## config.mk

```make
export PLATFORM = sky130hd
export DESIGN_NAME = codec_slot_ctrl
export DESIGN_NICKNAME = d
export VERILOG_FILES = /design/src/design/codec_slot_pkg.sv /design/src/design/codec_slot_ctrl.sv
export SDC_FILE = /design/constraint.sdc
export NUM_CORES = 1
export LEC_CHECK = 0
export BUFFER_PORTS_ARGS = -buffer_cell sky130_fd_sc_hd__clkbuf_2
export CORE_ASPECT_RATIO = 0.9
export CORE_MARGIN = 2
export CORE_UTILIZATION = 55
export DETAILED_ROUTE_END_ITERATION = 12
export PLACE_DENSITY = 0.72
export SYNTH_ARGS = -nofsm -noshare
export SYNTH_HDL_FRONTEND = slang
export SYNTH_SLANG_ARGS = --single-unit
```

## constraint.sdc

```tcl
create_clock -name clk_sys -period 4.4 [get_ports clk_sys]
set_input_delay 0.22 -clock clk_sys [delete_from_list [all_inputs] [get_ports clk_sys]]
set_output_delay 0.22 -clock clk_sys [all_outputs]
set_load 0.01 [all_outputs]
```

## src/design/codec_slot_pkg.sv

```systemverilog
/*
 * Constants, register map and state carriers for the codec serial slot
 * and buffer controller.
 * Assumes a 10 MHz system clock and a 32-bit APB master on that clock.
 */
package codec_slot_pkg;

	// Register byte offsets.
	localparam logic [7:0] OFS_CONTROL   = 8'h00;
	localparam logic [7:0] OFS_FORMAT    = 8'h04;
	localparam logic [7:0] OFS_DIVIDER   = 8'h08;
	localparam logic [7:0] OFS_STATUS    = 8'h0C;
	localparam logic [7:0] OFS_TX_SLOTS  = 8'h10;
	localparam logic [7:0] OFS_RX_SLOTS  = 8'h14;
	localparam logic [7:0] OFS_TX_BUF0   = 8'h20;
	localparam logic [7:0] OFS_RX_BUF0   = 8'h30;

	// Control register bit positions.
	localparam int BIT_ENABLE     = 15;
	localparam int BIT_LOOPBACK   = 11;
	localparam int BIT_CLK_DIR    = 10;
	localparam int BIT_SAMPLE_EDG = 9;
	localparam int BIT_FS_DIR     = 8;
	localparam int BIT_UNF_REPEAT = 7;
	localparam int BIT_IDLE_MODE  = 6;
	localparam int BIT_JUSTIFY    = 5;

	// Values after reset.
	localparam logic [15:0] CONTROL_RESET = 16'h0000;
	localparam logic [15:0] FORMAT_RESET  = 16'h0000;
	localparam logic [11:0] DIVIDER_RESET = 12'h000;
	localparam logic [15:0] SLOTS_RESET   = 16'h0000;

	typedef struct packed {
		logic        enable;
		logic        loopback_enable;
		logic        bit_clock_direction;
		logic        sample_edge_select;
		logic        frame_sync_direction;
		logic        underflow_repeat;
		logic        idle_slot_output_mode;
		logic        same_cycle_justify;
	} control_type;

	typedef struct packed {
		logic [1:0]  buffer_depth;
		logic [3:0]  words_per_frame;
		logic [3:0]  word_length_field;
	} format_type;

	// Pin bundle from the line side: bit clock, frame sync, serial in.
	typedef struct packed {
		logic        bclk;
		logic        fsync;
		logic        sdin;
	} pins_type;

endpackage

```

## src/design/codec_slot_ctrl.sv

```systemverilog
/*
 * Codec serial slot, buffer and status controller with an APB register port.
 * Assumes a single 10 MHz clock; all pins are asynchronous to it and are
 * synchronised before use, so the bit clock must be well below clk_sys / 4.
 */
// Added by the designer: the placing of the registers and the APB slave port.
`timescale 1ns/1ps
`default_nettype none

module codec_slot_ctrl
	import codec_slot_pkg::*;
(
	input  wire logic        clk_sys,
	input  wire logic        rst_b,
	input  wire logic        psel,
	input  wire logic        penable,
	input  wire logic        pwrite,
	input  wire logic [7:0]  paddr,
	input  wire logic [31:0] pwdata,
	output logic      [31:0] prdata,
	output logic             pready,
	output logic             pslverr,
	input  wire logic        bit_clock_pin_in,
	output logic             bit_clock_pin_out,
	output logic             bit_clock_pin_oe,
	input  wire logic        frame_sync_pin_in,
	output logic             frame_sync_pin_out,
	output logic             frame_sync_pin_oe,
	output logic             serial_out_pin_out,
	output logic             serial_out_pin_oe,
	input  wire logic        serial_in_pin
);

	////////////////////////////////////////////////////////////////////////
	typedef struct packed {
		control_type       ctl;
		format_type        fmt;
		logic [11:0]       bit_clock_divider;
		logic [15:0]       tx_slot_enable;
		logic [15:0]       rx_slot_enable;
		pins_type          sync1;
		pins_type          sync2;
		logic              bclk_s3;
		logic [11:0]       gen_cnt;
		logic              bclk_gen;
		logic              running;
		logic [3:0]        bit_cnt;
		logic [3:0]        slot_cnt;
		logic [1:0]        ptr;
		logic [15:0]       tx_shift;
		logic [15:0]       rx_shift;
		logic              tx_active;
		logic [3:0][15:0]  transmit_buffer;
		logic [3:0][15:0]  tx_shadow;
		logic [3:0][15:0]  receive_buffer;
		logic [3:0][15:0]  rx_shadow;
		logic [3:0]        tx_written;
		logic [3:0]        rx_unread;
		logic [3:0]        unf_loc;
		logic [3:0]        ovf_loc;
		logic              tx_buffer_empty;
		logic              rx_buffer_full;
		logic              sdo;
		logic              sdo_oe;
		logic              fs_out;
		logic              clk_oe;
		logic              fs_oe;
		logic              pready;
		logic              pslverr;
		logic [31:0]       prdata;
	} state_type;

	state_type st_q;
	state_type st_d;

	// Locations 0..depth are in use; the rest touch no flag but tx_buffer_empty, which a write to any location clears.
	function automatic logic [3:0] in_use(input logic [1:0] depth);
		logic [3:0] m;
		m = 4'h0;
		for (int i = 0; i < 4; i++) begin
			m[i] = (2'(i) <= depth);
		end
		return m;
	endfunction

	// Moves a word of len+1 bits up so its first bit sits at bit 15.
	function automatic logic [15:0] left_justify(input logic [15:0] w, input logic [3:0] len);
		return w << (4'hF - len);
	endfunction

	// A slot counts only when it lies inside the configured frame.
	function automatic logic slot_on(input logic [15:0] en, input logic [3:0] slot,
		input logic [3:0] words);
		return en[slot] && (slot <= words);
	endfunction

	////////////////////////////////////////////////////////////////////////
	logic        bclk_rise;
	logic        bclk_fall;
	logic        sample_ev;
	logic        drive_ev;
	logic        fs_seen;
	logic        sdin_eff;
	logic        word_end;
	logic        frame_end;
	logic        start_now;
	logic        advance;
	logic        xfer;
	logic        gen_toggle;
	logic [15:0] rx_word;
	logic [3:0]  use_mask;
	logic        apb_done;
	logic        wr_en;
	logic        rd_en;
	logic [1:0]  widx;

	// Edge events and slot decisions from the registered state; bus strobes from the APB inputs.
	always_comb begin
		use_mask   = in_use(st_q.fmt.buffer_depth);
		gen_toggle = st_q.ctl.enable && !st_q.ctl.bit_clock_direction
			&& (st_q.bit_clock_divider != 12'h000)
			&& (st_q.gen_cnt == st_q.bit_clock_divider);
		if (st_q.ctl.bit_clock_direction) begin
			bclk_rise = st_q.sync2.bclk && !st_q.bclk_s3;
			bclk_fall = !st_q.sync2.bclk && st_q.bclk_s3;
		end else begin
			bclk_rise = gen_toggle && !st_q.bclk_gen;
			bclk_fall = gen_toggle && st_q.bclk_gen;
		end
		sample_ev = st_q.ctl.sample_edge_select ? bclk_rise : bclk_fall;
		drive_ev  = st_q.ctl.sample_edge_select ? bclk_fall : bclk_rise;
		fs_seen   = st_q.ctl.frame_sync_direction ? st_q.sync2.fsync : st_q.fs_out;
		sdin_eff  = st_q.ctl.loopback_enable ? st_q.sdo : st_q.sync2.sdin;
		word_end  = st_q.running && (st_q.bit_cnt == st_q.fmt.word_length_field);
		frame_end = word_end && (st_q.slot_cnt == st_q.fmt.words_per_frame);
		// Mid-frame syncs are ignored; a new frame needs the old one done.
		start_now = sample_ev && fs_seen && (!st_q.running || frame_end);
		rx_word   = left_justify({st_q.rx_shift[14:0], sdin_eff}, st_q.fmt.word_length_field);
		advance   = sample_ev && word_end
			&& (slot_on(st_q.tx_slot_enable, st_q.slot_cnt, st_q.fmt.words_per_frame)
			|| slot_on(st_q.rx_slot_enable, st_q.slot_cnt, st_q.fmt.words_per_frame));
		xfer      = advance && (st_q.ptr == st_q.fmt.buffer_depth);
		apb_done  = psel && penable && st_q.pready;
		wr_en     = apb_done && pwrite;
		rd_en     = apb_done && !pwrite;
		widx      = paddr[3:2];
	end

	////////////////////////////////////////////////////////////////////////
	// Next state: pins, bit clock, framing, buffers, then the bus port.
	always_comb begin
		st_d = st_q;
		st_d.sync1   = '{bclk: bit_clock_pin_in, fsync: frame_sync_pin_in, sdin: serial_in_pin};
		st_d.sync2   = st_q.sync1;
		st_d.bclk_s3 = st_q.sync2.bclk;

		// Internal bit clock: half period of divider + 1 system cycles.
		if (gen_toggle) begin
			st_d.gen_cnt  = 12'h000;
			st_d.bclk_gen = !st_q.bclk_gen;
		end else if (st_q.ctl.enable && !st_q.ctl.bit_clock_direction
			&& st_q.bit_clock_divider != 12'h000) begin
			st_d.gen_cnt = st_q.gen_cnt + 12'h001;
		end

		// Master sync marks the period that precedes bit 0, or bit 0 itself.
		if (drive_ev) begin
			st_d.fs_out = st_q.ctl.same_cycle_justify ? !st_q.running
				: (!st_q.running || (st_q.bit_cnt == st_q.fmt.word_length_field
				&& st_q.slot_cnt == st_q.fmt.words_per_frame));
			st_d.sdo    = st_q.tx_active ? st_q.tx_shift[15] : 1'b0;
			st_d.sdo_oe = st_q.ctl.enable && (st_q.tx_active
				|| !st_q.ctl.idle_slot_output_mode);
		end

		// Driving low from enable on keeps the line from floating before the first edge.
		if (st_q.ctl.enable && !st_q.ctl.idle_slot_output_mode) begin
			st_d.sdo_oe = 1'b1;
		end

		// Sampling edge: shift, count bits and slots, store and advance.
		if (sample_ev && st_q.running) begin
			st_d.rx_shift = {st_q.rx_shift[14:0], sdin_eff};
			st_d.tx_shift = {st_q.tx_shift[14:0], 1'b0};
			st_d.bit_cnt  = st_q.bit_cnt + 4'h1;
			if (word_end) begin
				st_d.bit_cnt  = 4'h0;
				st_d.slot_cnt = st_q.slot_cnt + 4'h1;
				if (slot_on(st_q.rx_slot_enable, st_q.slot_cnt, st_q.fmt.words_per_frame)) begin
					st_d.rx_shadow[st_q.ptr] = rx_word;
				end
				if (advance) begin
					st_d.ptr = st_q.ptr + 2'h1;
				end
				if (frame_end) begin
					st_d.running  = 1'b0;
					st_d.slot_cnt = 4'h0;
				end
			end
		end

		// Buffer exchange with the shadows; flag sets follow bus clears below.
		if (xfer) begin
			st_d.ptr = 2'h0;
			for (int i = 0; i < 4; i++) begin
				if (use_mask[i]) begin
					st_d.tx_shadow[i] = (st_q.tx_written[i] || st_q.ctl.underflow_repeat)
						? st_q.transmit_buffer[i] : 16'h0000;
					st_d.unf_loc[i]   = !st_q.tx_written[i];
					st_d.receive_buffer[i] = (i == 32'(st_q.ptr))
						? st_d.rx_shadow[i] : st_q.rx_shadow[i];
					st_d.ovf_loc[i]   = st_q.ovf_loc[i] || st_q.rx_unread[i];
				end
			end
			st_d.tx_written = 4'h0;
		end

		// Frame start: slot 0 begins now (justified) or next bit clock.
		if (start_now) begin
			st_d.running  = 1'b1;
			st_d.slot_cnt = 4'h0;
			st_d.bit_cnt  = 4'h0;
			if (st_q.ctl.same_cycle_justify) begin
				st_d.bit_cnt  = 4'h1;
				st_d.rx_shift = {15'h0000, sdin_eff};
				st_d.tx_shift = {st_q.tx_shift[14:0], 1'b0};
			end
		end

		// Load the word for the slot about to be driven.
		if (start_now && !st_q.ctl.same_cycle_justify
			|| sample_ev && word_end && !frame_end) begin
			st_d.tx_active = slot_on(st_q.tx_slot_enable, st_d.slot_cnt,
				st_q.fmt.words_per_frame);
			st_d.tx_shift  = st_d.tx_shadow[st_d.ptr];
		end else if (!st_d.running) begin
			// Idle: preview slot 0 so a justified start has its first bit out.
			st_d.tx_active = st_q.ctl.same_cycle_justify && st_q.tx_slot_enable[0];
			st_d.tx_shift  = st_d.tx_shadow[st_d.ptr];
		end

		// Bus side effects and clears; hardware sets below take priority.
		st_d.pready  = psel && penable && !st_q.pready;
		st_d.pslverr = 1'b0;
		if (psel && penable && !st_q.pready) begin
			st_d.prdata  = 32'h0000_0000;
			if (paddr == OFS_CONTROL) begin
				st_d.prdata[15:0] = {st_q.ctl.enable, 3'h0, st_q.ctl.loopback_enable,
					st_q.ctl.bit_clock_direction, st_q.ctl.sample_edge_select,
					st_q.ctl.frame_sync_direction, st_q.ctl.underflow_repeat,
					st_q.ctl.idle_slot_output_mode, st_q.ctl.same_cycle_justify, 5'h00};
			end else if (paddr == OFS_FORMAT) begin
				st_d.prdata[15:0] = {4'h0, st_q.fmt.buffer_depth, 2'h0,
					st_q.fmt.words_per_frame, st_q.fmt.word_length_field};
			end else if (paddr == OFS_DIVIDER) begin
				st_d.prdata[11:0] = st_q.bit_clock_divider;
			end else if (paddr == OFS_STATUS) begin
				st_d.prdata[15:0] = {4'h0, st_q.slot_cnt, 4'h0,
					|(st_q.ovf_loc & use_mask), st_q.rx_buffer_full,
					|(st_q.unf_loc & use_mask), st_q.tx_buffer_empty};
			end else if (paddr == OFS_TX_SLOTS) begin
				st_d.prdata[15:0] = st_q.tx_slot_enable;
			end else if (paddr == OFS_RX_SLOTS) begin
				st_d.prdata[15:0] = st_q.rx_slot_enable;
			end else if (paddr[7:4] == OFS_TX_BUF0[7:4]) begin
				st_d.prdata[15:0] = st_q.transmit_buffer[widx];
			end else if (paddr[7:4] == OFS_RX_BUF0[7:4]) begin
				st_d.prdata[15:0] = st_q.receive_buffer[widx];
			end else begin
				st_d.pslverr = 1'b1;
			end
		end
		if (wr_en) begin
			if (paddr == OFS_CONTROL) begin
				st_d.ctl = '{enable: pwdata[BIT_ENABLE], loopback_enable: pwdata[BIT_LOOPBACK],
					bit_clock_direction: pwdata[BIT_CLK_DIR],
					sample_edge_select: pwdata[BIT_SAMPLE_EDG],
					frame_sync_direction: pwdata[BIT_FS_DIR],
					underflow_repeat: pwdata[BIT_UNF_REPEAT],
					idle_slot_output_mode: pwdata[BIT_IDLE_MODE],
					same_cycle_justify: pwdata[BIT_JUSTIFY]};
			end else if (paddr == OFS_FORMAT) begin
				st_d.fmt = '{buffer_depth: pwdata[11:10], words_per_frame: pwdata[7:4],
					word_length_field: pwdata[3:0]};
			end else if (paddr == OFS_DIVIDER) begin
				st_d.bit_clock_divider = pwdata[11:0];
			end else if (paddr == OFS_TX_SLOTS) begin
				st_d.tx_slot_enable = pwdata[15:0];
			end else if (paddr == OFS_RX_SLOTS) begin
				st_d.rx_slot_enable = pwdata[15:0];
			end else if (paddr[7:4] == OFS_TX_BUF0[7:4]) begin
				st_d.transmit_buffer[widx] = pwdata[15:0];
				st_d.tx_written[widx]      = 1'b1;
				st_d.unf_loc[widx]         = 1'b0;
				st_d.tx_buffer_empty       = 1'b0;
			end
		end
		if (rd_en && paddr[7:4] == OFS_RX_BUF0[7:4]) begin
			st_d.rx_unread[widx] = 1'b0;
			st_d.ovf_loc[widx] = 1'b0;
		end
		if (st_q.rx_buffer_full && !(|(st_d.rx_unread & use_mask))) begin
			st_d.rx_buffer_full = 1'b0;
		end

		// Transfer sets win over same-cycle clears.
		if (xfer) begin
			st_d.tx_buffer_empty = 1'b1;
			st_d.rx_buffer_full  = 1'b1;
			// Every in-use location now holds data that software has yet to read.
			st_d.rx_unread       = use_mask;
			for (int i = 0; i < 4; i++) begin
				if (use_mask[i] && !st_q.tx_written[i]) begin
					st_d.unf_loc[i] = 1'b1;
				end
				if (use_mask[i] && st_q.rx_unread[i]) begin
					st_d.ovf_loc[i] = 1'b1;
				end
			end
		end

		// A disabled block clears framing and flags; configuration, buffers and shadows are kept.
		if (!st_d.ctl.enable) begin
			st_d.running         = 1'b0;
			st_d.bit_cnt         = 4'h0;
			st_d.slot_cnt        = 4'h0;
			st_d.ptr             = 2'h0;
			st_d.tx_shift        = 16'h0000;
			st_d.rx_shift        = 16'h0000;
			st_d.tx_active       = 1'b0;
			st_d.unf_loc         = 4'h0;
			st_d.ovf_loc         = 4'h0;
			st_d.rx_unread       = 4'h0;
			st_d.tx_buffer_empty = 1'b0;
			st_d.rx_buffer_full  = 1'b0;
			st_d.gen_cnt         = 12'h000;
			st_d.bclk_gen        = 1'b0;
			st_d.fs_out          = 1'b0;
			st_d.sdo             = 1'b0;
			st_d.sdo_oe          = 1'b0;
		end

		// Pin enables leave a flip-flop like every other output.
		st_d.clk_oe = st_d.ctl.enable && !st_d.ctl.bit_clock_direction;
		st_d.fs_oe  = st_d.ctl.enable && !st_d.ctl.frame_sync_direction;
	end

	////////////////////////////////////////////////////////////////////////
	// State register with synchronous active-low reset.
	always_ff @(posedge clk_sys) begin
		if (!rst_b) begin
			st_q                   <= '0;
			st_q.ctl               <= control_type'(CONTROL_RESET[15:8]);
			st_q.fmt               <= format_type'(FORMAT_RESET[9:0]);
			st_q.bit_clock_divider <= DIVIDER_RESET;
			st_q.tx_slot_enable    <= SLOTS_RESET;
			st_q.rx_slot_enable    <= SLOTS_RESET;
		end else begin
			st_q <= st_d;
		end
	end

	// Every output is a field of the state register.
	assign prdata             = st_q.prdata;
	assign pready             = st_q.pready;
	assign pslverr            = st_q.pslverr;
	assign bit_clock_pin_out  = st_q.bclk_gen;
	assign bit_clock_pin_oe   = st_q.clk_oe;
	assign frame_sync_pin_out = st_q.fs_out;
	assign frame_sync_pin_oe  = st_q.fs_oe;
	assign serial_out_pin_out = st_q.sdo;
	assign serial_out_pin_oe  = st_q.sdo_oe;

endmodule

`default_nettype wire

```

==> impl_metrics.py <==
metrics = {
    "run_status": {
        "status": "completed",
    },
    "flow_run": {
        "cap_violations": 0,
    },
    "die": {
        "die_w_microns": 207.3,
        "start_util_pct": 56.16,
        "fp-row-count": 66,
        "dieArea_sq_um": 38740,
        "ios": 88,
        "core_area_sq_um": 36420,
        "die_h_microns": 186.9,
    },
    "clocking": {
        "clock_sinks": 422,
        "clk_pin_slew_ns": 0.06,
        "cts_inserted_buffers": 44,
        "htreeDepth": 2,
        "clock_latency_ns": 0.59,
        "clockBufferDepth": 3,
        "cts_root_buffer": "clkbuf_16",
        "cts_tree": "done",
    },
    "timing": {
        "setup-violations-final": 0,
        "fmax_mhz": 246.9,
        "worst_pin_slew_ns": 1.295,
        "drv_slew": 0,
        "fin_ws_ns": 0.3499,
        "fin_crit_ns": 4.050,
        "min_period_over_period_pct": 92.05,
        "rsz0062_at_grt": "no",
        "clock_skew_ns": 0.02047,
        "setup_tns_ns": 0,
        "hold_violations": 0,
        "slew_headroom_pct": 13.56,
    },
    "setup_path": {
        "crit_fanout": 33,
        "cp-end-kind": "flip-flop",
        "critPathKind": "reg2reg",
        "start_kind": "flip-flop",
        "worstPathArrival_ns": 4.53,
        "required_ns": 4.88,
        "regToRegSetupSlack_ns": 0.35,
        "r2r_cells": 12,
    },
    "drt": {
        "drt_iter0_drc": 1707,
        "drtPass1Iterations": 5,
        "vias": 16870,
        "wl_per_cell_microns": 22.59,
        "ant_nets": 0,
        "viasPerCell": 6.089,
        "routed_wl_microns": 62600,
        "remaining_drc_errors": 0,
    },
    "global_route": {
        "grt_pass1_vias": 16170,
        "grt_pass1_wl_microns": 95080,
        "grt.total_usage_pct": 31.66,
        "antenna_found_initial": 1,
        "gr-total-overflow": 0,
        "grt_max_degree": 219,
    },
    "synth": {
        "synth_ff_type": "dfxtp_1",
        "synth_edf_count": 0,
        "synth_top_family_by_area": "simple AND/OR/NAND/NOR gates",
        "synth_compound_area_share_pct": 16.42,
        "ys_seq_elements": 422,
        "synth_xor_area_share_pct": 1.413,
        "muxShareOfSynthArea_pct": 13.62,
        "syn_area_sq_um": 20450,
        "postSynthCellCount": 2294,
        "synthDistinctLibCells": 71,
        "postSynth.asyncResetShare_pct": 0,
        "synth-simple-area-share_pct": 21.27,
        "synth-adder-area-share_pct": 0.9177,
        "syn_area_per_cell_sq_um": 8.915,
        "yosys_warnings": 0,
        "synth_seq_area_share_pct": 41.31,
    },
    "placement": {
        "portBuffers": 55,
        "gp_congestion": 0.9957,
        "preCtsSetupSlack_ns": 0.3753,
        "dp_hpwl_microns": 41460,
    },
    "cells_and_area": {
        "num_antenna_cells": 0,
        "regArea_sq_um": 8448,
        "fillers": 3061,
        "multi_input_area_sq_um": 11080,
        "nets": 2325,
        "drive_gt1_share_pct": 12.20,
        "final_core_util_pct": 61.70,
        "synthToLayoutAreaGrowth_pct": 9.868,
    },
    "hold_path": {
        "hold_depth": 3,
        "hold_path_class": "in2reg",
    },
    "pwr": {
        "power.density_nw_per_um2": 355.6,
        "p_leak_uw": 0.009075,
        "ir_drop_v": 0.0002604,
    },
}
critical path, stage by stage (launching register included):
cell     delay [ns]
dfxtp_1        0.61
inv_1          0.24
ha_1           0.36
nand4_1        0.31
o21ai_0        0.30
buf_4          0.23
nand4_1        0.33
nor3_4         0.30
buf_4          0.38
and2_1         0.32
buf_4          0.32
nand2_1        0.09
o211a_1        0.14
state kept, by name, summed over array words and instances, names as in the netlist:
name and cells:
prdata 16, st_d 4, frame_sync_pin_out 1, st_q 394, pready 1, bit_clock_pin_oe 1, frame_sync_pin_oe 1, pslverr 1
bit_clock_pin_out 1, serial_out_pin_oe 1, serial_out_pin_out 1
area by class of cell:
cell class,instances,share of cell area (%)
multi-input cells,1666,49.33
flip-flops and latches,422,37.60
well taps,476,2.651
clock buffers,63,5.797
repair buffers,113,3.414
inverters,15,0.2506
clock inverters,16,0.9578
where the power goes:
group / switching (uW) / internal, uW
logic: 154 / 80.8
registers: 4.48 / 3830
clock network: 1620 / 2300
metrics by stage:
stage,cells,total power (uW),instance area [sq um],hold slack [ns]
finish,2771,7989,22470,0.02446
global route,2771,8200,22470,0.01675
CTS,2771,8020,22470,0.0004511
detailed placement,2689,4147,20920,0.4241
global placement,2689,4146,20920,0.4227
floorplan,2309,4081,20510,0.3473
timing repair:
action                                 CTS  global route
endpoints found under the hold margin    3             0
buffers inserted                         0             0
gates resized for setup                  0             1
hold buffers                             3             0
setup endpoints to repair                0             1
path summary, 6_finish.rpt:
kind,startpoint,endpoint
setup reg to reg,st_q[348],st_q[169]
hold / removal,pwdata[15],st_q[280]
setup / recovery,st_q[348],st_q[169]
hold reg to reg,st_d[371],st_q[371]
cells in the mapped netlist, types with 7 or more instances:
master | number | area (sq um)
a211o_1 | 19 | 166.4
a21boi_0 | 122 | 915.9
a21oi_1 | 80 | 400.4
a311oi_1 | 26 | 227.7
a31oi_1 | 24 | 150.1
and2_1 | 68 | 425.4
and3_1 | 28 | 175.2
buf_1 | 14 | 52.55
buf_2 | 19 | 95.09
buf_4 | 39 | 292.8
clkbuf_1 | 130 | 488.0
dfxtp_1 | 422 | 8448
ha_1 | 15 | 187.7
inv_1 | 14 | 52.55
mux2_2 | 26 | 292.8
mux2i_1 | 150 | 1501
mux4_2 | 41 | 923.4
nand2_1 | 451 | 1693
nand2b_1 | 14 | 87.58
nand3_1 | 41 | 205.2
nand4_1 | 13 | 81.33
nor2_1 | 72 | 270.3
nor2b_1 | 151 | 944.7
nor3_1 | 15 | 75.07
o211a_1 | 46 | 460.4
o21ai_0 | 84 | 420.4
o221ai_1 | 7 | 61.31
o22ai_1 | 27 | 168.9
or2_2 | 7 | 43.79
or2b_1 | 15 | 112.6
xnor2_1 | 18 | 157.7
xor2_1 | 15 | 131.4
placed cells by master, fill, tap and decap left out, types with 6 or more instances in the layout:
master / count
mux4_2: 41
nand2b_1: 13
or2b_1: 15
nor2_1: 69
nand3_1: 41
buf_4: 53
o221ai_1: 7
a21oi_1: 79
a311oi_1: 26
and3_1: 28
nor3_1: 10
conb_1: 16
dfxtp_1: 422
clkinv_2: 8
o211a_1: 46
xnor2_1: 18
mux2_2: 26
and2_1: 68
o22ai_1: 27
a211o_1: 19
o21ai_0: 84
a31oi_1: 24
nor2b_1: 151
nand4_1: 13
nand2_1: 451
a21boi_0: 122
clkbuf_16: 44
clkbuf_8: 14
clkbuf_2: 53
clkbuf_1: 6
ha_1: 15
inv_1: 14
mux2i_1: 149
or2_2: 7
xor2_1: 15
routing by layer:
metal | GRT usage [%] | part of all wire, %
met5 | 0 | 0
met4 | 14.18 | 4.7
met3 | 7.740 | 8.8
met2 | 49.88 | 45
met1 | 41.24 | 42
cell families after synthesis:
| kind of cell | after synthesis |
|---|---|
| compound gates | 479 |
| xor+xnor | 33 |
| fa+ha+maj | 15 |
| buf+inv | 221 |
| flops | 422 |
| mux | 220 |
| other cells | 1 |
| simple gates | 903 |
Power figures use the tool's default switching activity.
